File: config.mk
export PLATFORM = sky130hd
export DESIGN_NAME = or_immediate_and_stack_pop_exec
export DESIGN_NICKNAME = d
export VERILOG_FILES = /design/src/logic/exec_pkg.sv /design/src/logic/exec_decoder.sv /design/src/logic/exec_stack_agen.sv /design/src/logic/or_immediate_and_stack_pop_exec.sv
export VERILOG_INCLUDE_DIRS = /design/src /design/src/logic
export SDC_FILE = /design/constraint.sdc
export NUM_CORES = 1
export LEC_CHECK = 0
export BUFFER_PORTS_ARGS = -buffer_cell sky130_fd_sc_hd__buf_4
export CORE_ASPECT_RATIO = 0.6
export CORE_MARGIN = 2
export CORE_UTILIZATION = 50
export CTS_CLUSTER_DIAMETER = 120
export DETAILED_ROUTE_END_ITERATION = 16
export HOLD_SLACK_MARGIN = 0.06
export PLACE_DENSITY = 0.71
export SLEW_MARGIN = 0
export SYNTH_ARGS = -nofsm -noshare
export SYNTH_HDL_FRONTEND = slang
export SYNTH_SLANG_ARGS = --single-unit
File: constraint.sdc
create_clock -name clk -period 17.14 [get_ports clk]
set_clock_uncertainty 0.15 [all_clocks]
set_input_delay 2.571 -clock clk [delete_from_list [all_inputs] [get_ports clk]]
set_output_delay 2.571 -clock clk [all_outputs]
set_load 0.05 [all_outputs]
File: src/logic/exec_params.svh
/*
 * Constants for the OR-immediate and stack-pop execution block:
 * widths, opcode patterns and sub-codes, stack steps.
 * Assumes inclusion by bare name from design files.
 */
`ifndef EXEC_PARAMS_SVH
`define EXEC_PARAMS_SVH

`define ACC_W 40
`define WORD_W 16
`define ADDR_W 16
`define UPPER_SHIFT 5'h10
`define OP_OR_UPPER 8'h7A
`define OP_OR_SHIFT 8'h73
`define OP_OR_MEM 8'hF5
`define OP_POP_PAIR 7'h1D
`define OP_POP_ONE 7'h28
`define SUB_POP_ONE 3'h2
`define SUB_POP_DBL 3'h3
`define OP_POP_REGMEM 8'hE4
`define SP_STEP_ONE 16'h0001
`define SP_STEP_TWO 16'h0002
`define SP_RESET 16'h0000
`define NUM_REGS 16
`define ACC_COUNT 4

`endif

File: src/logic/exec_pkg.sv
/*
 * Types shared by the execution block: operation kinds, decoded
 * instruction, memory request and machine state.
 * Assumes exec_params.svh is on the include path.
 */
package exec_pkg;
  `include "exec_params.svh"

  typedef enum logic [3:0] {
    op_none, op_or_upper, op_or_shift, op_or_mem,
    op_pop_pair, op_pop_one, op_pop_regmem, op_pop_dbl, op_illegal
  } op_kind_t;

  typedef struct packed {
    op_kind_t kind;
    logic [3:0] first_register_field;
    logic [3:0] second_register_field;
    logic [1:0] source_accumulator;
    logic [1:0] destination_accumulator;
    logic [3:0] four_bit_shift_amount;
    logic [15:0] unsigned_immediate_word;
  } decoded_t;

  typedef struct packed {
    logic rd;
    logic wr;
    logic [15:0] addr;
    logic [15:0] wdata;
  } mem_req_t;

  typedef enum logic [2:0] {
    st_idle, st_read_a, st_read_b, st_write, st_done
  } exec_state_t;
endpackage

File: src/logic/exec_decoder.sv
/*
 * Combinational decoder: turns a 32-bit instruction (left justified)
 * into a decoded_t record.
 * Assumes the front end presents the instruction with its opcode byte in
 * bits 31:24 and a repeat flag from the repeat controller.
 */
`timescale 1ns/1ps
module exec_decoder
  import exec_pkg::*;
(
  // instruction in
  input wire logic [31:0] instr,
  input wire logic in_single_repeat,
  // decoded out
  output decoded_t dec
);
  always_comb begin
    dec = '0;
    dec.kind = op_none;
    if (instr[31:24] == `OP_OR_UPPER && instr[3:1] == 3'h3) begin
      dec.kind = op_or_upper;
      dec.unsigned_immediate_word = instr[23:8];
      dec.source_accumulator = instr[7:6];
      dec.destination_accumulator = instr[5:4];
    end else if (instr[31:24] == `OP_OR_SHIFT) begin
      dec.kind = op_or_shift;
      dec.unsigned_immediate_word = instr[23:8];
      dec.source_accumulator = instr[7:6];
      dec.destination_accumulator = instr[5:4];
      dec.four_bit_shift_amount = instr[3:0];
    end else if (instr[31:24] == `OP_OR_MEM) begin
      dec.kind = op_or_mem;
      dec.unsigned_immediate_word = instr[15:0];
    end else if (instr[31:25] == `OP_POP_PAIR) begin
      dec.kind = op_pop_pair;
      dec.first_register_field = instr[23:20];
      dec.second_register_field = instr[19:16];
    end else if (instr[31:25] == `OP_POP_ONE && instr[18:16] == `SUB_POP_ONE) begin
      dec.kind = in_single_repeat ? op_illegal : op_pop_one;
      dec.first_register_field = instr[23:20];
    end else if (instr[31:25] == `OP_POP_ONE && instr[18:16] == `SUB_POP_DBL) begin
      dec.kind = in_single_repeat ? op_illegal : op_pop_dbl;
      dec.destination_accumulator = instr[21:20];
    end else if (instr[31:24] == `OP_POP_REGMEM && instr[10] == 1'b1) begin
      // three-byte form: destination and marker bit sit in the third byte
      dec.kind = op_pop_regmem;
      dec.first_register_field = instr[15:12];
    end else if (instr[31:24] != 8'h00) begin
      dec.kind = op_illegal;
    end
  end
endmodule

File: src/logic/exec_stack_agen.sv
/*
 * Stack address generator: owns the data stack pointer and steps it.
 * Assumes the sequencer requests at most one step per cycle.
 */
`timescale 1ns/1ps
module exec_stack_agen
  import exec_pkg::*;
(
  // clock and reset
  input wire logic clk,
  input wire logic rst_n,
  // step request
  input wire logic step_one,
  input wire logic step_two,
  // pointer
  output logic [15:0] data_stack_pointer
);
  logic [15:0] sp;
  logic [15:0] next_sp;

  always_comb begin
    next_sp = sp;
    if (step_two) begin
      next_sp = sp + `SP_STEP_TWO;
    end else if (step_one) begin
      next_sp = sp + `SP_STEP_ONE;
    end
  end

  always_ff @(posedge clk or negedge rst_n) begin
    if (!rst_n) begin
      sp <= `SP_RESET;
    end else begin
      sp <= next_sp;
    end
  end

  assign data_stack_pointer = sp;
endmodule

File: src/logic/or_immediate_and_stack_pop_exec.sv
/*
 * Execution datapath for the OR-immediate forms and the stack pop family.
 * Holds four 40-bit accumulators and twelve 16-bit registers, sequences
 * data memory reads and writes through a single-cycle word port.
 * Assumes memory answers a read in the cycle mem_req.rd stands, and that the memory
 * operand address of read-modify-write forms arrives with the instruction.
 */
// How it works
// - upper-immediate OR: destination = source OR (immediate << 16).
// - upper-immediate OR is 40 bits wide, immediate zero-extended.
// - shifted OR: source OR (immediate << 4-bit amount) into destination.
// - shift and OR finish together in one cycle.
// - both mode bits clear: use source bits 31-0 zero-extended; else 39-0.
// - carry flag untouched by the shifted OR.
// - memory OR: read word, OR immediate over 16 bits, write back.
// - single-word pops into accumulators keep bits 39-16.
// - stack pointer increments happen in the dedicated stack generator.
// - pair pop: SP word to first, SP+1 word to second, SP += 2.
// - pair pop decoded from 0011 101E with the two register fields.
// - a popped word into an accumulator lands in bits 15-0.
// - single pop: SP word to destination, SP += 1.
// - register-memory pop: SP to register, SP+1 to memory, SP += 2.
// - double pop: SP word to bits 31-16, next to 15-0, guards kept.
// - single and double pops refused under single-instruction repeat.
`timescale 1ns/1ps
module or_immediate_and_stack_pop_exec
  import exec_pkg::*;
(
  // clock and reset
  input wire logic clk,
  input wire logic rstn,
  // instruction issue
  input wire logic issue,
  input wire logic [31:0] instr,
  input wire logic source_given,
  input wire logic [15:0] operand_addr,
  input wire logic in_single_repeat,
  // mode bits
  input wire logic wide_overflow_mode_bit,
  input wire logic legacy_compat_mode_bit,
  // data memory
  output mem_req_t mem_req,
  input wire logic [15:0] mem_rdata,
  // status
  output logic busy,
  output logic done,
  output logic illegal,
  output logic carry,
  output logic [15:0] data_stack_pointer,
  output logic [39:0] acc_view [`ACC_COUNT]
);
  typedef struct packed {
    exec_state_t state;
    decoded_t op;
    logic [15:0] addr;
    logic [15:0] word_a;
    logic busy;
    logic done;
    logic illegal;
    logic carry;
    mem_req_t req;
  } state_t;

  state_t s;
  state_t next_s;
  logic rst_meta;
  logic rst_sync_n;
  decoded_t dec;
  logic [39:0] acc [`ACC_COUNT];
  logic [15:0] regs [`ACC_COUNT:`NUM_REGS-1];
  logic step_one;
  logic step_two;
  logic [15:0] sp;
  logic wr_acc;
  logic [1:0] wr_acc_idx;
  logic [39:0] wr_acc_val;
  logic wr_reg;
  logic [3:0] wr_reg_idx;
  logic [15:0] wr_reg_val;
  logic wr_reg2;
  logic [3:0] wr_reg2_idx;
  logic [15:0] wr_reg2_val;

  // register file codes 0-3 are accumulators, the rest 16-bit registers
  function automatic logic is_acc(input logic [3:0] code);
    is_acc = (code[3:2] == 2'b00);
  endfunction

  // operand selection shared by both immediate OR forms
  function automatic logic [39:0] src_acc(input decoded_t d, input logic given,
                                          input logic narrow);
    logic [1:0] idx;
    logic [39:0] v;
    idx = given ? d.source_accumulator : d.destination_accumulator;
    v = acc[idx];
    src_acc = narrow ? {8'h00, v[31:0]} : v;
  endfunction

  always_ff @(posedge clk or negedge rstn) begin
    if (!rstn) begin
      rst_meta <= 1'b0;
      rst_sync_n <= 1'b0;
    end else begin
      rst_meta <= 1'b1;
      rst_sync_n <= rst_meta;
    end
  end

  exec_decoder u_dec (
    .instr(instr),
    .in_single_repeat(in_single_repeat),
    .dec(dec)
  );

  exec_stack_agen u_sp (
    .clk(clk),
    .rst_n(rst_sync_n),
    .step_one(step_one),
    .step_two(step_two),
    .data_stack_pointer(sp)
  );

  always_comb begin
    next_s = s;
    next_s.done = 1'b0;
    next_s.illegal = 1'b0;
    next_s.req = '0;
    step_one = 1'b0;
    step_two = 1'b0;
    wr_acc = 1'b0;
    wr_acc_idx = 2'h0;
    wr_acc_val = '0;
    wr_reg = 1'b0;
    wr_reg_idx = 4'h0;
    wr_reg_val = '0;
    wr_reg2 = 1'b0;
    wr_reg2_idx = 4'h0;
    wr_reg2_val = '0;
    unique case (s.state)
      st_idle: begin
        if (issue) begin
          next_s.op = dec;
          next_s.addr = operand_addr;
          unique case (dec.kind)
            op_or_upper: begin
              wr_acc = 1'b1;
              wr_acc_idx = dec.destination_accumulator;
              // full 40-bit operand, immediate zero-extended
              wr_acc_val = src_acc(dec, source_given, 1'b0)
                           | ({24'h000000, dec.unsigned_immediate_word} << `UPPER_SHIFT);
              next_s.done = 1'b1;
            end
            op_or_shift: begin
              wr_acc = 1'b1;
              wr_acc_idx = dec.destination_accumulator;
              // single cycle, carry left alone
              wr_acc_val = src_acc(dec, source_given,
                                   !wide_overflow_mode_bit && !legacy_compat_mode_bit)
                           | ({24'h000000, dec.unsigned_immediate_word}
                              << dec.four_bit_shift_amount);
              next_s.done = 1'b1;
            end
            op_or_mem: begin
              next_s.req.rd = 1'b1;
              next_s.req.addr = operand_addr;
              next_s.state = st_read_a;
            end
            op_pop_pair, op_pop_one, op_pop_regmem, op_pop_dbl: begin
              next_s.req.rd = 1'b1;
              next_s.req.addr = sp;
              next_s.state = st_read_a;
            end
            op_illegal: begin
              next_s.illegal = 1'b1;
            end
            default: begin
            end
          endcase
        end
      end
      st_read_a: begin
        // read answered in this cycle, so the word is taken here
        next_s.word_a = mem_rdata;
        unique case (s.op.kind)
          op_or_mem: begin
            next_s.req.wr = 1'b1;
            next_s.req.addr = s.addr;
            next_s.req.wdata = mem_rdata | s.op.unsigned_immediate_word;
            next_s.state = st_write;
          end
          op_pop_one: begin
            wr_reg = 1'b1;
            wr_reg_idx = s.op.first_register_field;
            wr_reg_val = mem_rdata;
            step_one = 1'b1;
            next_s.done = 1'b1;
            next_s.state = st_idle;
          end
          default: begin
            next_s.req.rd = 1'b1;
            next_s.req.addr = sp + `SP_STEP_ONE;
            next_s.state = st_read_b;
          end
        endcase
      end
      st_read_b: begin
        step_two = 1'b1;
        next_s.done = 1'b1;
        next_s.state = st_idle;
        unique case (s.op.kind)
          op_pop_pair: begin
            wr_reg = 1'b1;
            wr_reg_idx = s.op.first_register_field;
            wr_reg_val = s.word_a;
            wr_reg2 = 1'b1;
            wr_reg2_idx = s.op.second_register_field;
            wr_reg2_val = mem_rdata;
          end
          op_pop_regmem: begin
            wr_reg = 1'b1;
            wr_reg_idx = s.op.first_register_field;
            wr_reg_val = s.word_a;
            next_s.req.wr = 1'b1;
            next_s.req.addr = s.addr;
            next_s.req.wdata = mem_rdata;
          end
          default: begin
            wr_acc = 1'b1;
            wr_acc_idx = s.op.destination_accumulator;
            wr_acc_val = {acc[s.op.destination_accumulator][39:32], s.word_a, mem_rdata};
          end
        endcase
      end
      st_write: begin
        // write stands this cycle; memory takes it at the closing edge
        next_s.done = 1'b1;
        next_s.state = st_idle;
      end
      st_done: begin
        next_s.state = st_idle;
      end
    endcase
    next_s.busy = (next_s.state != st_idle);
  end

  always_ff @(posedge clk or negedge rst_sync_n) begin
    if (!rst_sync_n) begin
      s <= '0;
    end else begin
      s <= next_s;
    end
  end

  // register file writes; pair pop may hit two targets, second wins on a clash
  genvar g;
  generate
    for (g = 0; g < `NUM_REGS; g++) begin : g_regs
      if (g < `ACC_COUNT) begin : g_acc
        always_ff @(posedge clk or negedge rst_sync_n) begin
          if (!rst_sync_n) begin
            acc[g] <= '0;
            acc_view[g] <= '0;
          end else begin
            if (wr_acc && wr_acc_idx == 2'(g)) begin
              acc[g] <= wr_acc_val;
            end else if (wr_reg2 && is_acc(wr_reg2_idx) && wr_reg2_idx[1:0] == 2'(g)) begin
              acc[g] <= {acc[g][39:16], wr_reg2_val};
            end else if (wr_reg && is_acc(wr_reg_idx) && wr_reg_idx[1:0] == 2'(g)) begin
              acc[g] <= {acc[g][39:16], wr_reg_val};
            end
            acc_view[g] <= acc[g];
          end
        end
      end else begin : g_plain
        // plain registers are not visible at the ports
        always_ff @(posedge clk or negedge rst_sync_n) begin
          if (!rst_sync_n) begin
            regs[g] <= '0;
          end else if (wr_reg2 && wr_reg2_idx == 4'(g)) begin
            regs[g] <= wr_reg2_val;
          end else if (wr_reg && wr_reg_idx == 4'(g)) begin
            regs[g] <= wr_reg_val;
          end
        end
      end
    end
  endgenerate

  always_ff @(posedge clk or negedge rst_sync_n) begin
    if (!rst_sync_n) begin
      data_stack_pointer <= `SP_RESET;
    end else begin
      data_stack_pointer <= sp;
    end
  end

  assign mem_req = s.req;
  assign busy = s.busy;
  assign done = s.done;
  assign illegal = s.illegal;
  assign carry = s.carry;
endmodule

==> qor.yml, run 1 <==
logic_synthesis:
  avgSynthCellArea_um2: 9.999
  synth_area_um2: 21520
  synth_cell_types: 97
  synth.most_common_cell: "dfrtp_1"
  yosysWarnings: 0
  ys_ff_latch: 456
  syn_nets: 2225
  synth.yosys.seq_area_share: 0.5303
  synth_async_sr_flop_share: 1.000
  synth_edf_count: 0
  synthTopCellsByCount: "dfrtp_1, nand2_1, nor2_1"
  synthTopCellsByArea: "dfrtp_1, nand2_1, a21oi_1, o21ai_0, nor2_1"
  synth_largest_area_cell: "dfrtp_1"
  synth_ff_type: "dfrtp_1"
  postSynthCellCount: 2152
  synth_top_area_frac: 0.5303
clocking:
  clk_pin_slew_worst_paths_ps: 70
  cts_resized: 0
  cts_tree: "yes"
  cts.sinks: 456
  root_buffer: "clkbuf_16"
  clock_latency_ps: 570
  post_cts_buffers: 0
  cts_made_buffers: 41
  htree_levels: 2
  cts_hold_buf: 0
  clk_path_buf_depth: 3
flow_run:
  cap_viol_max_count: 0
grt:
  track_usage: 0.3535
  grt-ovfl-total: 0
  antenna_found_initial: 4
  grt_pass1_wl_mm: 118.0
  grt_start_max_net_pins: 176
  grt_pass1_vias: 17920
routing:
  ant_nets: 0
  first_pass_iters: 8
  via_per_inst: 6.580
  drc_errors: 0
  drt_iter0_markers: 2965
  num_vias: 19190
  wl_per_cell_um: 27.32
  wl_mm: 79.66
finish:
  area_delta_synth_final_pct: 16.97
  layout-drive-gt1-share: 0.2116
  instances_no_fill: 2916
  layout.nets: 2386
worst_setup_path:
  ff2ff_path_depth: 10
  cp.required_ps: 17440
  end_kind: "flip-flop"
  crit_chain: "buf_4 -> and4bb_1 -> nand2_2 -> or3_4 -> nand2_2 -> buf_4 -> mux2_2 -> a2111oi_2 -> nor2_1 -> a22o_1"
  cp_top_family: "simple AND/OR/NAND/NOR gates"
  timing.critical_path.buf_inv: 2
  cp_max_fo: 47
  slowest_delay_ps: 650
  critPathLaunchType: "input pin"
  ff2ff_setup_slack_ps: 12770
  r2r_end: "acc[4]$_DFFE_PN0P_"
  criticalPathCategory: "in2reg"
  reg2reg_from: "s[107]$_DFF_PN0_"
  arrival_ps: 6170
  cp_slowest_cell: "or3_4"
sta:
  post-route-period-util: 0.3424
  maxSlewViolCount: 0
  tightestPinTransition_ps: 1381
  setup_slack_ps: 11270
  tns_ps: 0
  fin_crit_ps: 5869
  rsz0062_at_grt: "no"
  finalHoldViolCount: 0
  timing.fmax_mhz: 170.4
  slew_headroom: 0.07912
  setup_violations: 0
  holdWs_ps: 199.6
floorplanning:
  num_rows: 58
  die_area_um2: 44770
  io_pins: 285
  die_w_um: 271.8
  die_h_um: 164.7
  start_util: 0.5104
  core_um2: 42160
worst_hold_path:
  hold_path_end: "rst_sync_n$_DFF_PN0_"
  holdCritStartpoint: "rst_meta$_DFF_PN0_"
  hold_depth: 0
  min_path_type: "reg2reg"
power_and_ir_drop:
  power.density_nw_per_um2: 101.4
  vdd_drop_max_uv: 66.01
  p_sw_frac: 0.2847
  p_leak_nw: 11.35
  pwr-share-comb: 0.140
  seqPwrFrac: 0.480
  report.power.total_mw: 2.552
  p_switching_uw: 726.3
  cell_internal_pwr_mw: 1.825
  p_clk_frac: 0.381
placed_design:
  gp_congestion: 0.9871
  dp_hpwl_mm: 56.10
  pre_cts_ws_ps: 10830
  dp_cells: 2840
  numPortBuffers: 283
run_status:
  outcome: "completed"
through the flow:
| stage | utilization | cell area, um^2 |
|---|---|---|
| 2_1_floorplan | - | 21520 |
| 6_report | 0.5969 | 25170 |
| 3_5_place_dp | 0.5637 | 23770 |
| 3_3_place_gp | 0.5637 | 23770 |
| 4_1_cts | 0.5968 | 25160 |
| 5_1_grt | 0.5968 | 25160 |
power groups by stage:
stage          Sequential [mW]  Clock [mW]  Combinational [mW]
6_report                  1.22       0.971               0.357
5_1_grt                   1.23        1.03               0.379
4_1_cts                   1.22       0.977               0.355
3_5_place_dp              1.24           0               0.353
3_3_place_gp              1.24           0               0.349
2_1_floorplan             1.33           0               0.120
state kept, by name (all words and copies together), names as in the netlist:
signal	flops
acc	160
acc_view	160
busy	1
data_stack_pointer	16
done	1
illegal	1
mem_req	34
rst_meta	1
rst_sync_n	1
s	65
u_sp.data_stack_pointer	16
per-layer routing:
metal  up-vias  routed length [um]  share of wire  global-route usage
met5         -                  40        0.00050                   0
met4         6                2034          0.026             0.09515
met3       186               10830           0.14              0.1063
met2      1341               32260           0.41              0.4798
met1      9498               34490           0.43              0.5434
li1       8156                   -              -                   -
how the worst max path moves through the flow:
| stage | endpoint | slack, ps | startpoint | cells past startpoint |
|---|---|---|---|---|
| floorplan | acc[0]$_DFFE_PN0P_ | 3340 | rst_sync_n$_DFF_PN0_ | 0 |
| global placement | acc[102]$_DFFE_PN0N_ | 10880 | instr[26] | 10 |
| detailed placement | acc[102]$_DFFE_PN0N_ | 10830 | instr[26] | 10 |
| CTS | acc[102]$_DFFE_PN0N_ | 11390 | instr[26] | 10 |
| global route | acc[132]$_DFFE_PN0P_ | 11020 | instr[26] | 12 |
| finish | acc[102]$_DFFE_PN0N_ | 11270 | instr[26] | 10 |
cells in the final DEF, fill, tap and decap left out, types with 36 or more instances in the layout:
master / Yosys / final
nor2_1: 164 / 164
nand2_1: 300 / 297
dfrtp_1: 456 / 455
and3_1: 36 / 36
nand3_1: 82 / 82
o21ai_0: 126 / 126
o211ai_1: 37 / 37
mux2_2: 54 / 54
a211oi_1: 53 / 53
buf_4: 38 / 323
a21oi_1: 140 / 140
clkbuf_16: 0 / 41
kinds of logic (layout without fill, tap and decap cells):
kind of cell,Yosys count,count (layout),share of synthesized area
compound gates,654,654,0.2083
xor+xnor,19,19,0.007733
fa+ha+maj,2,2,0.001163
buf+inv,220,412,0.04867
flops,456,456,0.5303
mux,87,87,0.04826
other cells,2,4,0.0003490
simple gates,712,712,0.1553
cell type report:
class | instances | area, um^2
fillers | 3542 | 16990
flip-flops and latches | 456 | 11410
multi-input cells | 1476 | 9141
repair buffers | 324 | 2445
clock buffers | 59 | 1184
well taps | 570 | 713.2
clock inverters | 15 | 214.0
inverters | 14 | 52.55
diodes | 2 | 5.005
No activity file was read; power rests on OpenSTA's default activity.
==> run 2: changes to the inputs <==
- PLACE_DENSITY: 0.71 -> 0.73
- clock period: 17.14 -> 4.8 ns (I/O delays scaled with it)
==> run 2 against run 1 <==
  * Final cell count is 1.1% higher
  * Wire length rose by 0.17%
  * Power rose to 3.6 times the previous value
  * Global-route usage fell by 0.26 points
  * Sequential power grew to 3.6 times the previous value
  * Cell area increased by 1.1%
  * Flip-flop and latch count stayed put
  * Clock power rose to 3.5 times the previous value
  * Utilization grew 0.67 points
  * Largest power group unchanged
  * Sequential share of layout area shrank 0.50 points
  * Critical path type unchanged
  * Non-clock buffer count up 34
==> qor.yml, run 2 (synthesis results as in run 1) <==
finish:
  layout.nets: 2421  # was 2,386
  mostFrequentLayoutCells: "dfrtp_1, buf_4, nand2_1"  # unchanged
  layout-drive-gt1-share: 0.2241  # was 0.2116
  layout_commonest_cell: "dfrtp_1"  # unchanged
  area_delta_synth_final_pct: 18.28  # was 16.97%
  reg.largest.list: "acc x160, acc_view x160, s x65"  # unchanged
  instances_no_fill: 2949  # was 2,916
power_and_ir_drop:
  p_leak_nw: 11.52  # was 11.35 nW
  power.density_nw_per_um2: 356.7  # was 101.4 nW/um^2
  vdd_drop_max_uv: 241.9  # was 66.01 uV
  report.power.total_mw: 9.078  # was 2.552 mW
worst_setup_path:
  reg2reg_from: "s[108]$_DFF_PN0_"  # was s[107]$_DFF_PN0_
  cp.required_ps: 5050  # was 17,440 ps
  end_kind: "flip-flop"  # unchanged
  slowest_delay_ps: 760  # was 650 ps
  crit_chain: "buf_4 -> nor4_2 -> nand4_1 -> nand4bb_1 -> nand2_2 -> mux2i_1 -> o21ai_0 -> o31ai_1 -> o21ai_0"  # was buf_4 -> and4bb_1 -> nand2_2 -> or3_4 -> nand2_2 -> buf_4 -> mux2_2 -> a2111oi_2 -> nor2_1 -> a22o_1
  ff2ff_setup_slack_ps: 910  # was 12,770 ps
  cp_top_family: "simple AND/OR/NAND/NOR gates"  # unchanged
  ff2ff_path_depth: 7  # was 10
  cp_max_fo: 24  # was 47
  timing.critical_path.buf_inv: 1  # was 2
  cp_slowest_cell: "nand2_2"  # was or3_4
  critPathLaunchType: "input pin"  # unchanged
  criticalPathCategory: "in2reg"  # unchanged
  arrival_ps: 4150  # was 6170 ps
  crit_top_cell: "o21ai_0"
  r2r_end: "acc[84]$_DFFE_PN0P_"  # was acc[4]$_DFFE_PN0P_
routing:
  wl_mm: 79.79  # was 79.66 mm
  num_vias: 19330  # was 19,190
  first_pass_iters: 6  # was 8
  ant_nets: 0  # unchanged
  via_per_inst: 6.553  # was 6.580
  drt_iter0_markers: 3064  # was 2,965
  wl_per_cell_um: 27.06  # was 27.32 um
  drc_errors: 0  # unchanged
sta:
  tns_ps: 0  # unchanged
  maxSlewViolCount: 0  # unchanged
  setup_violations: 0  # unchanged
  timing.fmax_mhz: 256.3
  fin_crit_ps: 3902
  holdWs_ps: 204.9  # was 199.6 ps
  tightestPinTransition_ps: 1277  # was 1381 ps
  slew_headroom: 0.1489  # was 0.07912
  rsz0062_at_grt: "no"  # unchanged
  post-route-period-util: 0.8130
  finalHoldViolCount: 0  # unchanged
clocking:
  cts.sinks: 456  # unchanged
  cts_resized: 0  # unchanged
  clk_path_buf_depth: 3  # unchanged
  cts_tree: "yes"  # unchanged
  root_buffer: "clkbuf_16"  # unchanged
  cts_made_buffers: 42  # was 41
  clock_latency_ps: 580  # was 570 ps
  clk_pin_slew_worst_paths_ps: 60  # was 70 ps
  htree_levels: 2  # unchanged
floorplanning:
  die_area_um2: 44770  # unchanged
  num_rows: 58  # unchanged
  die_w_um: 271.8  # unchanged
  core_um2: 42160  # unchanged
  die_h_um: 164.7  # unchanged
  io_pins: 285  # unchanged
  start_util: 0.5104  # unchanged
grt:
  met1_usage: 0.5210  # was 0.5434
  antenna_found_initial: 2  # was 4
  top_usage_layer: "met1"  # unchanged
  grt-ovfl-total: 0  # unchanged
  grt_pass1_vias: 18240  # was 17,920
  gr-usage-met2: 0.4898  # was 0.4798
  grt_start_max_net_pins: 111  # was 176
  track_usage: 0.3509  # was 0.3535
  met3_usage: 0.1211  # was 0.1063
  grt_pass1_wl_mm: 117.5  # was 118.0 mm
flow_run:
  cap_viol_max_count: 0  # unchanged
placed_design:
  dp_cells: 2873  # was 2,840
  numPortBuffers: 283  # unchanged
  dp_hpwl_mm: 56.99  # was 56.10 mm
  gp_congestion: 1.050  # was 0.9871
worst_hold_path:
  hold_path_end: "rst_sync_n$_DFF_PN0_"  # unchanged
  holdCritStartpoint: "rst_meta$_DFF_PN0_"  # unchanged
  min_path_type: "reg2reg"  # unchanged
  hold_depth: 0  # unchanged
run_status:
  outcome: "completed"  # unchanged
[run 2: changes by cell type in the layout (fill, tap and decap cells not counted), moves of 3 or more]
cell,previous run,this run
bufinv_16,5,2
buf_4,323,353
buf_12,1,4
clkbuf_1,9,6
[run 2: metal layers]
layer,wire length [um],part of all wire
met1,33710,0.42
met2,33020,0.41
met3,11140,0.14
met4,1787,0.022
met5,135,0.0017
[run 2: worst max-delay path by stage]
stage,startpoint,end,cells past startpoint
5_1_grt,instr[29],acc[52]$_DFFE_PN0P_,9
3_5_place_dp,instr[29],acc[52]$_DFFE_PN0P_,9
6_report,instr[29],acc[52]$_DFFE_PN0P_,9
2_1_floorplan,rst_sync_n$_DFF_PN0_,acc[0]$_DFFE_PN0P_,0
4_1_cts,instr[29],acc[52]$_DFFE_PN0P_,9
3_3_place_gp,instr[29],acc[52]$_DFFE_PN0P_,9
[run 2: through the flow]
step | setup WS, ps | utilization | instance area (um^2)
after floorplan | 191.1 | - | 21520
after global placement | 592.8 | 0.5704 | 24050
after detailed placement | 434.1 | 0.5704 | 24050
after CTS | 1033 | 0.6036 | 25450
after global routing | 692.3 | 0.6036 | 25450
final | 897.6 | 0.6036 | 25450
[run 2: cell type report]
type	count	area [um^2]
Fill cell	3507	16710
Sequential cell	456	11410
Multi-Input combinational cell	1476	9138
Timing Repair Buffer	358	2740
Clock buffer	56	1195
Tap cell	570	713.2
Clock inverter	18	195.2
Inverter	14	52.55
Antenna cell	1	2.502
[run 2: where the power goes]
part	internal (mW)	switching, mW
clock	1.88	1.55
sequential	4.11	0.255
combinational	0.425	0.859
[run 2: timing repair]
action                     in CTS  in global routing
hold buffers                    1                  0
hold endpoints to repair        2                  0
setup endpoints to repair       0                  0
buffers inserted                0                  0
